[src/rtl/lpmc_pkg.sv]
// Constants and carrier types shared by the low-power mode controller.
package lpmc_pkg;

	localparam int ADDR_W = 8;
	localparam int DATA_W = 8;

	localparam logic [7:0] REG_INT_OPT = 8'h00;
	localparam logic [7:0] REG_STATUS = 8'h01;
	localparam logic [7:0] INT_OPT_RESET = 8'h00;
	localparam int INT_OPT_GIE_BIT = 4;

	localparam int ST_STATE_LSB = 0;
	localparam int ST_FREEZE_BIT = 2;
	localparam int ST_OPT_BIT = 3;
	localparam int ST_NMI_PIN_BIT = 4;
	localparam int ST_GIE_BIT = 5;
	localparam int ST_CTX_LSB = 6;

	localparam int EXT_TIMER_BIT = 0;
	localparam int EXT_ADC_BIT = 1;

	localparam int SETTLE_CYCLES = 2048;
	localparam int SETTLE_W = 11;
	localparam logic [SETTLE_W-1:0] SETTLE_LAST = 11'h7FF;

	localparam int VEC_W = 12;
	localparam logic [VEC_W-1:0] VEC_RESET = 12'hFFE;
	localparam logic [VEC_W-1:0] VEC_NMI = 12'hFFC;
	localparam logic [VEC_W-1:0] VEC_PORT_A = 12'hFF6;
	localparam logic [VEC_W-1:0] VEC_PORT_BC = 12'hFF4;
	localparam logic [VEC_W-1:0] VEC_TIMER = 12'hFF2;
	localparam logic [VEC_W-1:0] VEC_ADC = 12'hFF0;

	typedef enum logic [1:0] {CTX_MAIN, CTX_MASK, CTX_NMI} lpmc_ctx_t;

	typedef struct packed {
		logic idle_instr;
		logic deep_instr;
		lpmc_ctx_t ctx;
	} lpmc_core_req_t;

	typedef struct packed {
		logic reset_req;
		logic nmi;
		logic port_a;
		logic port_bc;
		logic timer;
		logic adc;
	} lpmc_wake_t;

	typedef struct packed {
		logic valid;
		logic vec_load;
		logic [VEC_W-1:0] vec_addr;
		logic resume_next;
		lpmc_ctx_t ctx_after;
	} lpmc_restart_t;

endpackage

[src/rtl/lpmc_settle_timer.sv]
// Oscillator start-up delay counter used after the deep state.
`timescale 1ns/1ps
module lpmc_settle_timer (
	input wire logic clk,
	input wire logic rst_n,
	input wire logic start,
	output logic done_q
);
	import lpmc_pkg::*;

	logic [SETTLE_W-1:0] count_q;
	logic busy_q;

	// Every start restarts the count from zero, even one already running.
	always_ff @(posedge clk or negedge rst_n) begin
		if (!rst_n) begin
			count_q <= '0;
			busy_q <= 1'b0;
		end else if (start) begin
			count_q <= '0;
			busy_q <= 1'b1;
		end else if (busy_q) begin
			count_q <= count_q + 11'h001;
			if (count_q == SETTLE_LAST) begin
				busy_q <= 1'b0;
			end
		end
	end

	// The core is released only on terminal count.
	always_ff @(posedge clk or negedge rst_n) begin
		if (!rst_n) begin
			done_q <= 1'b0;
		end else begin
			done_q <= busy_q && !start && (count_q == SETTLE_LAST);
		end
	end

endmodule

[src/rtl/lpmc_top.sv]
// Low-power mode controller: idle and deep states, wake and restart.
//
// Local design decisions: the placing of the registers and the strobed register port.
`timescale 1ns/1ps
module lpmc_top (
	input wire logic core_clk,
	input wire logic resetn,
	input wire logic [lpmc_pkg::ADDR_W-1:0] reg_addr,
	input wire logic [lpmc_pkg::DATA_W-1:0] reg_wdata,
	input wire logic reg_wr,
	input wire logic reg_rd,
	output logic [lpmc_pkg::DATA_W-1:0] reg_rdata_q,
	input wire lpmc_pkg::lpmc_core_req_t core_req,
	input wire lpmc_pkg::lpmc_wake_t wake_src,
	input wire logic [1:0] periph_on_ext_clk,
	input wire logic watchdog_active,
	input wire logic external_stop_control_option,
	input wire logic nmi_pin,
	output logic core_halt_q,
	output logic osc_run_q,
	output logic wdg_freeze_q,
	output logic lp_ignored_q,
	output lpmc_pkg::lpmc_restart_t restart_q
);
	import lpmc_pkg::*;

	typedef enum logic [1:0] {ST_RUN, ST_IDLE, ST_DEEP, ST_SETTLE}
		lpmc_state_t;

	logic rst_sync1_q;
	logic rst_n_q;
	logic nmi_s1_q;
	logic nmi_s2_q;
	logic nmi_s3_q;
	logic nmi_level_q;
	logic opt_q;
	logic opt_taken_q;
	logic gie_q;
	lpmc_state_t state_q;
	lpmc_state_t state_d;
	lpmc_ctx_t ctx_q;
	lpmc_wake_t wake_q;
	lpmc_wake_t idle_wake;
	lpmc_wake_t deep_wake;
	logic pending_irq;
	logic lp_request;
	logic deep_real;
	logic settle_start;
	logic settle_done;
	logic [11:0] settle_cnt_q;

	// Drops requests a state cannot be woken by.
	function automatic lpmc_wake_t qualify(lpmc_wake_t w, logic gie,
			logic deep, logic [1:0] ext);
		lpmc_wake_t q;
		q = w;
		q.nmi = w.nmi & gie;
		q.port_a = w.port_a & gie;
		q.port_bc = w.port_bc & gie;
		q.timer = w.timer & gie & (!deep | ext[EXT_TIMER_BIT]);
		q.adc = w.adc & gie & (!deep | ext[EXT_ADC_BIT]);
		return q;
	endfunction

	function automatic logic any_wake(lpmc_wake_t w);
		return w.reset_req | w.nmi | w.port_a | w.port_bc | w.timer | w.adc;
	endfunction

	// Highest priority first, as in the interrupt vector order.
	function automatic logic [VEC_W-1:0] vector_of(lpmc_wake_t w);
		logic [VEC_W-1:0] v;
		v = VEC_ADC;
		if (w.reset_req) begin
			v = VEC_RESET;
		end else if (w.nmi) begin
			v = VEC_NMI;
		end else if (w.port_a) begin
			v = VEC_PORT_A;
		end else if (w.port_bc) begin
			v = VEC_PORT_BC;
		end else if (w.timer) begin
			v = VEC_TIMER;
		end
		return v;
	endfunction

	function automatic lpmc_restart_t restart_for(lpmc_ctx_t ctx,
			lpmc_wake_t w);
		lpmc_restart_t r;
		r = '0;
		r.valid = 1'b1;
		if (w.reset_req) begin
			r.vec_load = 1'b1;
			r.vec_addr = VEC_RESET;
			r.ctx_after = CTX_MAIN;
		end else if (ctx == CTX_NMI) begin
			r.resume_next = 1'b1;
			r.ctx_after = CTX_NMI;
		end else if (ctx == CTX_MASK && !w.nmi) begin
			r.resume_next = 1'b1;
			r.ctx_after = CTX_MASK;
		end else begin
			r.vec_load = 1'b1;
			r.vec_addr = vector_of(w);
			r.resume_next = 1'b1;
			r.ctx_after = w.nmi ? CTX_NMI : CTX_MASK;
		end
		return r;
	endfunction

	always_ff @(posedge core_clk or negedge resetn) begin
		if (!resetn) begin
			rst_sync1_q <= 1'b0;
			rst_n_q <= 1'b0;
		end else begin
			rst_sync1_q <= 1'b1;
			rst_n_q <= rst_sync1_q;
		end
	end

	// The NMI pin level only counts once two later stages agree.
	always_ff @(posedge core_clk or negedge rst_n_q) begin
		if (!rst_n_q) begin
			nmi_s1_q <= 1'b0;
			nmi_s2_q <= 1'b0;
			nmi_s3_q <= 1'b0;
			nmi_level_q <= 1'b0;
		end else begin
			nmi_s1_q <= nmi_pin;
			nmi_s2_q <= nmi_s1_q;
			nmi_s3_q <= nmi_s2_q;
			if (nmi_s2_q == nmi_s3_q) begin
				nmi_level_q <= nmi_s3_q;
			end
		end
	end

	// The option bit is a strap, so it is caught once after reset.
	always_ff @(posedge core_clk or negedge rst_n_q) begin
		if (!rst_n_q) begin
			opt_q <= 1'b0;
			opt_taken_q <= 1'b0;
		end else if (!opt_taken_q) begin
			opt_q <= external_stop_control_option;
			opt_taken_q <= 1'b1;
		end
	end

	always_ff @(posedge core_clk or negedge rst_n_q) begin
		if (!rst_n_q) begin
			gie_q <= INT_OPT_RESET[INT_OPT_GIE_BIT];
		end else if (reg_wr && reg_addr == REG_INT_OPT) begin
			gie_q <= reg_wdata[INT_OPT_GIE_BIT];
		end
	end

	// Write-only bits read back as zero; status shows the live state.
	always_ff @(posedge core_clk or negedge rst_n_q) begin
		if (!rst_n_q) begin
			reg_rdata_q <= '0;
		end else begin
			reg_rdata_q <= '0;
			if (reg_rd && reg_addr == REG_STATUS) begin
				reg_rdata_q[ST_STATE_LSB +: 2] <= state_q;
				reg_rdata_q[ST_FREEZE_BIT] <= wdg_freeze_q;
				reg_rdata_q[ST_OPT_BIT] <= opt_q;
				reg_rdata_q[ST_NMI_PIN_BIT] <= nmi_level_q;
				reg_rdata_q[ST_GIE_BIT] <= gie_q;
				reg_rdata_q[ST_CTX_LSB +: 2] <= ctx_q;
			end
		end
	end

	always_comb begin
		pending_irq = wake_src.nmi | (gie_q & (wake_src.port_a |
			wake_src.port_bc | wake_src.timer | wake_src.adc));
		lp_request = core_req.idle_instr | core_req.deep_instr;
		deep_real = !watchdog_active | (opt_q & nmi_level_q);
		idle_wake = qualify(wake_src, gie_q, 1'b0, periph_on_ext_clk);
		deep_wake = qualify(wake_src, gie_q, 1'b1, periph_on_ext_clk);
		settle_start = (state_q == ST_DEEP) && any_wake(deep_wake);
	end

	always_comb begin
		state_d = state_q;
		unique case (state_q)
			ST_RUN: begin
				if (lp_request && !pending_irq) begin
					if (core_req.idle_instr || !deep_real) begin
						state_d = ST_IDLE;
					end else begin
						state_d = ST_DEEP;
					end
				end
			end
			ST_IDLE: begin
				if (any_wake(idle_wake)) begin
					state_d = ST_RUN;
				end
			end
			ST_DEEP: begin
				if (settle_start) begin
					state_d = ST_SETTLE;
				end
			end
			ST_SETTLE: begin
				if (settle_done) begin
					state_d = ST_RUN;
				end
			end
		endcase
	end

	always_ff @(posedge core_clk or negedge rst_n_q) begin
		if (!rst_n_q) begin
			state_q <= ST_RUN;
		end else begin
			state_q <= state_d;
		end
	end

	// The context is held for the whole stay so the restart can use it.
	always_ff @(posedge core_clk or negedge rst_n_q) begin
		if (!rst_n_q) begin
			ctx_q <= CTX_MAIN;
		end else if (state_q == ST_RUN && state_d != ST_RUN) begin
			ctx_q <= core_req.ctx;
		end
	end

	always_ff @(posedge core_clk or negedge rst_n_q) begin
		if (!rst_n_q) begin
			wake_q <= '0;
		end else if (settle_start) begin
			wake_q <= deep_wake;
		end
	end

	lpmc_settle_timer u_settle (
		.clk(core_clk),
		.rst_n(rst_n_q),
		.start(settle_start),
		.done_q(settle_done)
	);

	// Peripherals keep their clock in idle; only the deep state stops it.
	always_ff @(posedge core_clk or negedge rst_n_q) begin
		if (!rst_n_q) begin
			core_halt_q <= 1'b0;
			osc_run_q <= 1'b1;
			wdg_freeze_q <= 1'b0;
		end else begin
			core_halt_q <= state_d != ST_RUN;
			osc_run_q <= state_d != ST_DEEP;
			wdg_freeze_q <= watchdog_active &&
				(state_d == ST_DEEP || state_d == ST_SETTLE);
		end
	end

	always_ff @(posedge core_clk or negedge rst_n_q) begin
		if (!rst_n_q) begin
			lp_ignored_q <= 1'b0;
		end else begin
			lp_ignored_q <= (state_q == ST_RUN) && lp_request &&
				pending_irq;
		end
	end

	always_ff @(posedge core_clk or negedge rst_n_q) begin
		if (!rst_n_q) begin
			restart_q <= '0;
		end else if (state_q == ST_IDLE && any_wake(idle_wake)) begin
			restart_q <= restart_for(ctx_q, idle_wake);
		end else if (state_q == ST_SETTLE && settle_done) begin
			restart_q <= restart_for(ctx_q, wake_q);
		end else begin
			restart_q <= '0;
		end
	end

	// Counts cycles spent settling so the delay can be checked.
	always_ff @(posedge core_clk or negedge rst_n_q) begin
		if (!rst_n_q) begin
			settle_cnt_q <= '0;
		end else if (state_q == ST_SETTLE) begin
			settle_cnt_q <= settle_cnt_q + 12'h001;
		end else begin
			settle_cnt_q <= '0;
		end
	end
endmodule

[config.mk]
export PLATFORM = sky130hd
export DESIGN_NAME = lpmc_top
export DESIGN_NICKNAME = d
export VERILOG_FILES = /design/src/rtl/lpmc_pkg.sv /design/src/rtl/lpmc_settle_timer.sv /design/src/rtl/lpmc_top.sv
export SDC_FILE = /design/constraint.sdc
export NUM_CORES = 1
export LEC_CHECK = 0
export ABC_CLOCK_PERIOD_IN_PS = 2100
export BUFFER_PORTS_ARGS = -buffer_cell sky130_fd_sc_hd__buf_4
export CAP_MARGIN = 20
export CELL_PAD_IN_SITES_DETAIL_PLACEMENT = 0
export CELL_PAD_IN_SITES_GLOBAL_PLACEMENT = 1
export CORE_MARGIN = 8
export CORE_UTILIZATION = 40
export CTS_CLUSTER_DIAMETER = 30
export DETAILED_ROUTE_END_ITERATION = 12
export PLACE_DENSITY_LB_ADDON = 0.05
export SLEW_MARGIN = 25
export SYNTH_ARGS = -nofsm -noshare
export SYNTH_HDL_FRONTEND = slang
export SYNTH_HIERARCHICAL = 1
export SYNTH_SLANG_ARGS = --single-unit
[constraint.sdc]
create_clock -name core_clk -period 2.1 [get_ports core_clk]
set_input_delay 0.42 -clock core_clk [delete_from_list [all_inputs] [get_ports core_clk]]
set_output_delay 0.42 -clock core_clk [all_outputs]
set_load 0.005 [all_outputs]
==> results of run 1 <==
## power by group
group | total [uW] | internal (uW) | switching (uW)
sequential | 1330 | 1140 | 197
combinational | 678 | 349 | 330
clock | 621 | 256 | 365
## what timing repair did
action	CTS	global route
endpoints found under the setup margin	0	0
hold buffers	1	0
hold endpoints to repair	2	0
## cell type report
type | instances | area share, %
Multi-Input combinational cell | 142 | 32.3
Inverter | 5 | 0.654
Clock buffer | 5 | 2.40
Timing Repair Buffer | 60 | 15.8
Sequential cell | 51 | 44.5
Tap cell | 75 | 3.27
Clock inverter | 3 | 1.09
## worst max-delay path, delay by kind of cell
kind	cells	cell delay, ns
compound gates	2	0.58
buf+inv	2	0.22
simple gates	2	0.57
## layout by cell type (no fill, tap or decap), types with 6 or more instances in the layout
cell type,count
a21oi_1,9
and2_1,9
buf_4,59
dfrtp_1,49
nand2_1,15
nand3_1,9
nor2_1,13
o21ai_0,8
or4_1,6
## flip-flops by register name, indices dropped and copies added, names as in the netlist, 2 cells and up
name	count
ctx_q	2
reg_rdata_q	8
restart_q	8
state_q	2
u_settle/count_q	11
wake_q	5
## per-stage QoR
stage	utilization (%)	hold WS, ns	setup WS [ns]
after global routing	49.7	0.134	0.399
after floorplan	-	0.124	0.180
after detailed placement	47.8	0.110	0.182
final	49.7	0.106	0.518
after global placement	47.8	0.105	0.183
after CTS	49.7	0.118	0.495
## how the worst min path moves through the flow
| stage | start | endpoint | slack (ns) | cells past startpoint |
|---|---|---|---|---|
| CTS | rst_n_q$_DFF_PN0_ | nmi_s3_q$_DFF_PN0_ | 0.12 | 0 |
| global placement | rst_n_q$_DFF_PN0_ | nmi_s3_q$_DFF_PN0_ | 0.10 | 0 |
| floorplan | resetn | rst_n_q$_DFF_PN0_ | 0.12 | 0 |
| finish | rst_n_q$_DFF_PN0_ | nmi_s3_q$_DFF_PN0_ | 0.11 | 0 |
| detailed placement | rst_n_q$_DFF_PN0_ | nmi_s3_q$_DFF_PN0_ | 0.11 | 0 |
| global route | rst_n_q$_DFF_PN0_ | nmi_s3_q$_DFF_PN0_ | 0.13 | 0 |
## per-layer routing
layer / track usage, % / wire (um)
met1: 14.6 / 2140
met2: 21.9 / 2690
met3: 4.13 / 253
met4: 4.43 / 44
met5: 0 / 0
## cells by family after synthesis
| kind of cell | Yosys count | synth area share [%] |
|---|---|---|
| mux | 6 | 3.11 |
| simple gates | 84 | 20.5 |
| other cells | 2 | 0.322 |
| compound gates | 43 | 13.2 |
| flops | 51 | 54.8 |
| xor+xnor | 4 | 1.50 |
| fa+ha+maj | 2 | 0.966 |
| buf+inv | 22 | 5.63 |
==> reports/results.ini, run 1 <==
[run_status]
status = complete, no violations

[power]
powerDensity_nw_per_um2 = 917
irDropWorstVdd_v = 0.000655
p_leak_uw = 0.00134
p_total_uw = 2630

[logic_synthesis]
ys_seq_area_share_pct = 54.8
async_reset_ff_share_pct = 100
postSynthCellCount = 214
synth_edf_count = 0
ys_seq_elements = 51
netlist_area_sq_um = 2330
synth_top_area_share_pct = 53.6
synth_common_cells = dfrtp_1 (50), nand2_1 (15), nor2_1 (13)
yosysTopAreaCell = dfrtp_1
yosys_warnings = 6
post_synth_num_cell_types = 57
synthTopCellsByArea = dfrtp_1 (54%), buf_4 (3.2%), and2_1 (2.4%), nand2_1 (2.4%), nor2_1 (2.1%)
syn_area_per_cell_sq_um = 10.9
yosysMostFrequentCell = dfrtp_1
synth_flop_cell = dfrtp_1

[worst_setup_path]
reg2reg_depth = 4
r2r_end = u_settle/count_q[10]$_DFFE_PN0P_
startpoint = wake_src[4]
cp-start-kind = input pin
path_class = input pin to flip-flop
crit_chain = buf_4, or3_4, o311ai_2, inv_1, nand2b_1, o32a_1
r2r-start = u_settle/count_q[0]$_DFFE_PN0P_
slowest_delay_ns = 0.42
required_ns = 2.30
cp_slowest_cell = or3_4
crit_end = u_settle/busy_q$_DFF_PN0_
critPathMaxFanout = 5
crit_path_end_kind = flip-flop
cp.arrival_ns = 1.78
ff2ff_setup_slack_ns = 0.53

[floorplan]
core_sq_um = 5780
die-width_um = 92.4
die_h_um = 92.4
rows = 28
dieArea_sq_um = 8530
ios = 64
start_util_pct = 40.3

[global_route]
grt_max_degree = 42
grt_pass1_vias = 1831
grt_first_pass_wirelength_um = 8890
antenna_found_initial = 0
track_usage_pct = 12.8
overflow = 0

[placed_design]
place_area_sq_um = 2760
gp_congestion = 0.805
io_buffers = 55
dp_cells = 332
hpwlAfterDp_um = 3830

[cts]
htreeDepth = 2
cts.path.max_buffers = 2
root_buffer = clkbuf_8
clock_latency_ns = 0.31
clkTransAtPathRegs_ns = 0.10
cts_resized = 0
cts_tree = yes
cts-buffers-inserted = 5
cts_setup_buffers = 0
clock-sinks = 51

[drt]
via_per_inst = 5.13
drtPass1Iterations = 4
wl_per_cell_um = 15.0
vias = 1751
drt_wl_total_um = 5120
drt_iter0_markers = 61
drc = 0
drtAntennaViolNets = 0

[finish]
seqCellArea_sq_um = 1280
fill_cells = 563
area.growth.synth_to_final_pct = 23.1
diodes = 0
drive_above_1_share_pct = 32.3
multi_input_area_sq_um = 927
stdcell_area_sq_um = 2870
nets = 301
fin_cells = 341

[min_path]
min_path_type = flip-flop to asynchronous set/reset pin

[sta]
finalHoldViolCount = 0
tns_ns = 0
max_slew_margin_pct = 65.0
fmax_mhz = 632
worstMarginPinSlew_ns = 0.525
period_needed_ns = 1.58
period_share_pct = 75.3
setup_violations = 0
finalMaxSlewViolations = 0
rsz0062_at_grt = no
skew_ns = 0.00560

[flow_run]
drv_cap = 0

Power figures use the tool's default switching activity.
==> inputs of run 2 (changes only) <==
- ABC_CLOCK_PERIOD_IN_PS: 2100 -> 1600
- clock period: 2.1 -> 1.6 ns (I/O delays scaled with it)
==> reports/results.ini, run 2 (synthesized netlist as in run 1, its figures left out) <==
[finish]
layout_common_cells = buf_4 (71), dfrtp_1 (48), nand2_1 (15)  ; was buf_4 (59), dfrtp_1 (49), nand2_1 (15)
largest_register_ffs = 11  ; unchanged
fin_cells = 354  ; was 341
reg_top3 = u_settle/count_q x11, reg_rdata_q x8, restart_q x8  ; unchanged
fin_util_pct = 51.8  ; was 49.7%
drive_above_1_share_pct = 36.2  ; was 32.3%
final_common_cell = buf_4  ; unchanged
stdcell_area_sq_um = 2990  ; was 2870 sq um
area.growth.synth_to_final_pct = 28.3  ; was 23.1%
diodes = 0  ; unchanged
top_register = u_settle/count_q  ; unchanged
nets = 314  ; was 301

[sta]
fmax_mhz = 687
finalMaxSlewViolations = 0  ; unchanged
period_needed_ns = 1.46
setup_slack_ns = 0.144  ; was 0.518 ns
rsz0062_at_grt = no  ; unchanged
period_share_pct = 91.0
tns_ns = 0  ; unchanged
skew_ns = 0.0131  ; was 0.00560 ns
finalHoldViolCount = 0  ; unchanged
setup_violations = 0  ; unchanged

[worst_setup_path]
cp-start-kind = flip-flop  ; was input pin
path_class = flip-flop to flip-flop  ; was input pin to flip-flop
crit_path_end_kind = flip-flop  ; unchanged
critPathMaxFanout = 7  ; was 5
required_ns = 1.85  ; was 2.30 ns
cp.arrival_ns = 1.71  ; was 1.78 ns

[min_path]
min_path_type = input pin to flip-flop  ; was flip-flop to asynchronous set/reset pin

[drt]
drtAntennaViolNets = 0  ; unchanged
drtPass1Iterations = 4  ; unchanged
drt_wl_total_um = 5270  ; was 5120 um
wl_per_cell_um = 14.9  ; was 15.0 um
via_per_inst = 5.06  ; was 5.13
drt_iter0_markers = 69  ; was 61
vias = 1791  ; was 1751
drc = 0  ; unchanged

[run_status]
status = complete, no violations  ; unchanged

[floorplan]
dieArea_sq_um = 8530  ; unchanged
rows = 28  ; unchanged
die-width_um = 92.4  ; unchanged
ios = 64  ; unchanged
start_util_pct = 40.3  ; unchanged
die_h_um = 92.4  ; unchanged
core_sq_um = 5780  ; unchanged

[placed_design]
dp_cells = 345  ; was 332
hpwlAfterDp_um = 4120  ; was 3830 um
pre_cts_ws_ns = -0.153  ; was 0.182 ns
gp_congestion = 0.776  ; was 0.805
place_area_sq_um = 2880  ; was 2760 sq um
io_buffers = 55  ; unchanged

[cts]
htreeDepth = 2  ; unchanged
clock_latency_ns = 0.31  ; about the same
clkTransAtPathRegs_ns = 0.10  ; about the same
cts_setup_buffers = 0  ; unchanged
clock-sinks = 51  ; unchanged
root_buffer = clkbuf_8  ; unchanged
cts_tree = yes  ; unchanged
cts.path.max_buffers = 2  ; unchanged
cts-buffers-inserted = 5  ; unchanged

[power]
p_comb_share_pct = 28.2  ; was 25.8%
p_int_uw = 2330  ; was 1740 uW
p_switching_uw = 1190  ; was 891 uW
p_sw_share_pct = 33.8  ; was 33.9%
seqPwrFrac_pct = 49.7  ; was 50.7%
p_clk_share_pct = 22.1  ; was 23.6%
p_leak_uw = 0.00140  ; was 0.00134 uW
powerDensity_nw_per_um2 = 1180  ; was 917 nW/um^2
irDropWorstVdd_v = 0.000617  ; was 0.000655 V

[global_route]
gr-usage-met1_pct = 15.5  ; was 14.6%
grt_use_met3_pct = 4.13  ; unchanged
busiest_layer = met2  ; unchanged
antenna_found_initial = 0  ; unchanged
track_usage_pct = 13.1  ; was 12.8%
grt_max_degree = 21  ; was 42
grt_first_pass_wirelength_um = 9120  ; was 8890 um
grtUsageMet2_pct = 22.2  ; was 21.9%
grt_pass1_vias = 1877  ; was 1831
overflow = 0  ; unchanged

[flow_run]
drv_cap = 0  ; unchanged

[run 2: area by class of cell]
type	count	area, sq um
Fill cell	559	2790
Clock buffer	5	68.8
Inverter	5	21.3
Tap cell	75	93.8
Timing Repair Buffer	73	563
Sequential cell	51	1280
Multi-Input combinational cell	142	937
Clock inverter	3	27.5
[run 2: power groups by stage]
stage	registers, uW	logic, uW	clock network (uW)
after floorplan	1700	708	0
after detailed placement	1770	1010	0
after global routing	1790	1110	857
after global placement	1770	993	0
after CTS	1750	1010	806
final	1750	995	778
[run 2: worst max-delay path: stages, from the launching register on]
cell     delay (ns)
dfrtp_1        0.38
ha_1           0.21
nand4_2        0.21
or4_1          0.45
a21oi_1        0.14
[run 2: worst paths after layout]
path                                                 start                                to  slack, ns  cells past startpoint
setup / recovery           u_settle/count_q[1]$_DFFE_PN0P_  u_settle/count_q[10]$_DFFE_PN0P_       0.14                      4
hold / removal                                     nmi_pin                nmi_s1_q$_DFF_PN0_       0.11                      1
setup reg to reg           u_settle/count_q[1]$_DFFE_PN0P_  u_settle/count_q[10]$_DFFE_PN0P_       0.14                      4
hold reg to reg                          rst_n_q$_DFF_PN0_                nmi_s2_q$_DFF_PN0_       0.22                      0
max in group asynchronous                rst_n_q$_DFF_PN0_             core_halt_q$_DFF_PN0_       0.82                      1
min in group asynchronous                rst_n_q$_DFF_PN0_                nmi_s2_q$_DFF_PN0_       0.22                      0
[run 2: per-layer routing]
metal	up-vias	routed length (um)
met5	-	0
met4	0	61
met3	6	263
met2	32	2700
met1	872	2250
li1	881	-
[run 2: timing repair]
item,in CTS,in global routing
setup endpoints to repair,0,2
hold buffers,1,0
hold endpoints to repair,2,0
gates resized for setup,0,1
[run 2: per-stage QoR]
step	total power, uW	hold slack, ns
2_1_floorplan	2400	0.0244
3_3_place_gp	2760	0.103
5_1_grt	3760	0.0843
3_5_place_dp	2780	0.103
6_report	3520	0.106
4_1_cts	3570	0.0979
==> inputs of run 3 (changes only) <==
==> constraint.sdc (replaced) <==
create_clock -name core_clk -period 1.6 [get_ports core_clk]
set_input_delay 0.08 -clock core_clk [delete_from_list [all_inputs] [get_ports core_clk]]
set_output_delay 0.08 -clock core_clk [all_outputs]
set_load 0.005 [all_outputs]
==> reports/results.ini, run 3 (synthesized netlist as in run 1, its figures left out) <==
[placed_design]
gp_congestion = 0.802  ; was 0.776
hpwlAfterDp_um = 3910  ; was 4120 um
io_buffers = 55  ; unchanged

[global_route]
grt_pass1_vias = 1801  ; was 1877
grt_max_degree = 42  ; was 21
track_usage_pct = 13.0  ; was 13.1%
grt_use_met3_pct = 4.21  ; was 4.13%
antenna_found_initial = 0  ; unchanged
grt_first_pass_wirelength_um = 8850  ; was 9120 um
overflow = 0  ; unchanged
gr-usage-met1_pct = 14.7  ; was 15.5%
busiest_layer = met2  ; unchanged
grtUsageMet2_pct = 22.6  ; was 22.2%

[drt]
drt_wl_total_um = 5290  ; was 5270 um
drt_iter0_markers = 63  ; was 69
via_per_inst = 5.00  ; was 5.06
drc = 0  ; unchanged
wl_per_cell_um = 15.0  ; was 14.9 um
drtAntennaViolNets = 0  ; unchanged
vias = 1761  ; was 1791
drtPass1Iterations = 4  ; unchanged

[min_path]
min_path_type = input pin to flip-flop  ; unchanged
hold_path_depth = 3  ; was 1

[finish]
drive_above_1_share_pct = 32.9  ; was 36.2%
top_register = u_settle/count_q  ; unchanged
multi_input_area_sq_um = 936  ; was 937 sq um
area.growth.synth_to_final_pct = 27.9  ; was 28.3%
fill_cells = 561  ; was 559
final_common_cell = buf_4  ; unchanged
diodes = 0  ; unchanged
layout_common_cells = buf_4 (63), dfrtp_1 (49), nand2_1 (15)  ; was buf_4 (71), dfrtp_1 (48), nand2_1 (15)
reg_top3 = u_settle/count_q x11, reg_rdata_q x8, restart_q x8  ; unchanged
seqCellArea_sq_um = 1280  ; about the same
nets = 312  ; was 314
largest_register_ffs = 11  ; unchanged

[power]
p_clk_share_pct = 21.8  ; was 22.1%
p_comb_share_pct = 28.3  ; was 28.2%
irDropWorstVdd_v = 0.000621  ; was 0.000617 V
p_total_uw = 3500  ; was 3520 uW
p_leak_uw = 0.00139  ; was 0.00140 uW
powerDensity_nw_per_um2 = 1170  ; was 1180 nW/um^2
p_switching_uw = 1170  ; was 1190 uW
p_sw_share_pct = 33.5  ; was 33.8%
seqPwrFrac_pct = 50.0  ; was 49.7%
p_int_uw = 2320  ; was 2330 uW

[cts]
htreeDepth = 2  ; unchanged
cts-buffers-inserted = 5  ; unchanged
clock_latency_ns = 0.31  ; about the same
cts_tree = yes  ; unchanged
clkTransAtPathRegs_ns = 0.09  ; was 0.10 ns
root_buffer = clkbuf_8  ; unchanged
clock-sinks = 51  ; unchanged
cts.path.max_buffers = 2  ; unchanged

[floorplan]
dieArea_sq_um = 8530  ; unchanged
rows = 28  ; unchanged
die-width_um = 92.4  ; unchanged
ios = 64  ; unchanged
core_sq_um = 5780  ; unchanged
start_util_pct = 40.3  ; unchanged
die_h_um = 92.4  ; unchanged

[sta]
finalMaxSlewViolations = 0  ; unchanged
period_share_pct = 90.5  ; was 91.0%
tns_ns = 0  ; unchanged
fmax_mhz = 690  ; was 687 MHz
setup_violations = 0  ; unchanged
period_needed_ns = 1.45  ; was 1.46 ns
hold_ws_ns = 0.0528  ; was 0.106 ns
finalHoldViolCount = 0  ; unchanged
skew_ns = 0.00608  ; was 0.0131 ns
rsz0062_at_grt = no  ; unchanged

[worst_setup_path]
cp.arrival_ns = 1.69  ; was 1.71 ns
slowest_delay_ns = 0.43  ; was 0.45 ns
crit_path_end_kind = flip-flop  ; unchanged
cp-start-kind = flip-flop  ; unchanged
cp_slowest_cell = or4_1  ; unchanged
required_ns = 1.84  ; was 1.85 ns
crit_chain = ha_1, nand4_4, or4_1, a21oi_1  ; was ha_1, nand4_2, or4_1, a21oi_1
reg2reg_depth = 4  ; unchanged
path_class = flip-flop to flip-flop  ; unchanged
critPathMaxFanout = 7  ; unchanged

[run_status]
status = complete, no violations  ; unchanged

[flow_run]
drv_cap = 0  ; unchanged

## run 3: repair_timing
| item | CTS | global route |
|---|---|---|
| hold endpoints to repair | 8 | 0 |
| gates resized for setup | 0 | 1 |
| hold buffers | 7 | 0 |
| setup endpoints to repair | 0 | 1 |
| setup buffers | 0 | 0 |
## run 3: metal layers
metal | vias to the layer above | wire length (um)
met5 | - | 0
met4 | 0 | 71
met3 | 7 | 247
met2 | 29 | 2800
met1 | 846 | 2180
li1 | 879 | -
## run 3: final timing paths
kind                                                 start                               end  slack (ns)
min in group asynchronous                           resetn                 rst_n_q$_DFF_PN0_        0.08
max in group asynchronous                rst_n_q$_DFF_PN0_               osc_run_q$_DFF_PN1_        0.94
min                                   periph_on_ext_clk[0]             wake_q[1]$_DFFE_PN0P_        0.05
max                        u_settle/count_q[1]$_DFFE_PN0P_  u_settle/count_q[10]$_DFFE_PN0P_        0.15
min reg2reg                              rst_n_q$_DFF_PN0_             opt_taken_q$_DFF_PN0_        0.13
max reg2reg                u_settle/count_q[1]$_DFFE_PN0P_  u_settle/count_q[10]$_DFFE_PN0P_        0.15
## run 3: cell type report
class / count / share of cell area, %
inverter: 5 / 0.629
timing repair buffer: 71 / 18.9
tap: 75 / 3.15
multi-input combinational: 142 / 31.4
clock buffer: 5 / 2.31
sequential: 51 / 42.9
clock inverter: 3 / 0.797
## run 3: critical path: cells and delay by family (launching register included)
kind	cells	cell delay, ns
compound gates	1	0.15
fa+ha+maj	1	0.23
flops	1	0.42
simple gates	2	0.58
## run 3: through the flow
step | area [sq um] | instances | utilization [%] | worst slack (ns)
after floorplan | 2340 | 215 | - | 0.0193
final | 2980 | 352 | 51.6 | 0.152
after global routing | 2980 | 352 | 51.6 | 0.00216
after detailed placement | 2810 | 337 | 48.6 | 0.0579
after global placement | 2810 | 337 | 48.6 | 0.0623
after CTS | 2970 | 352 | 51.5 | 0.112
## run 3: power groups by stage
| stage | clock network, uW | logic, uW | registers [uW] |
|---|---|---|---|
| final | 760 | 988 | 1750 |
| after detailed placement | 0 | 982 | 1760 |
| after global placement | 0 | 980 | 1760 |
| after global routing | 835 | 1120 | 1780 |
| after CTS | 802 | 1000 | 1740 |
| after floorplan | 0 | 683 | 1700 |
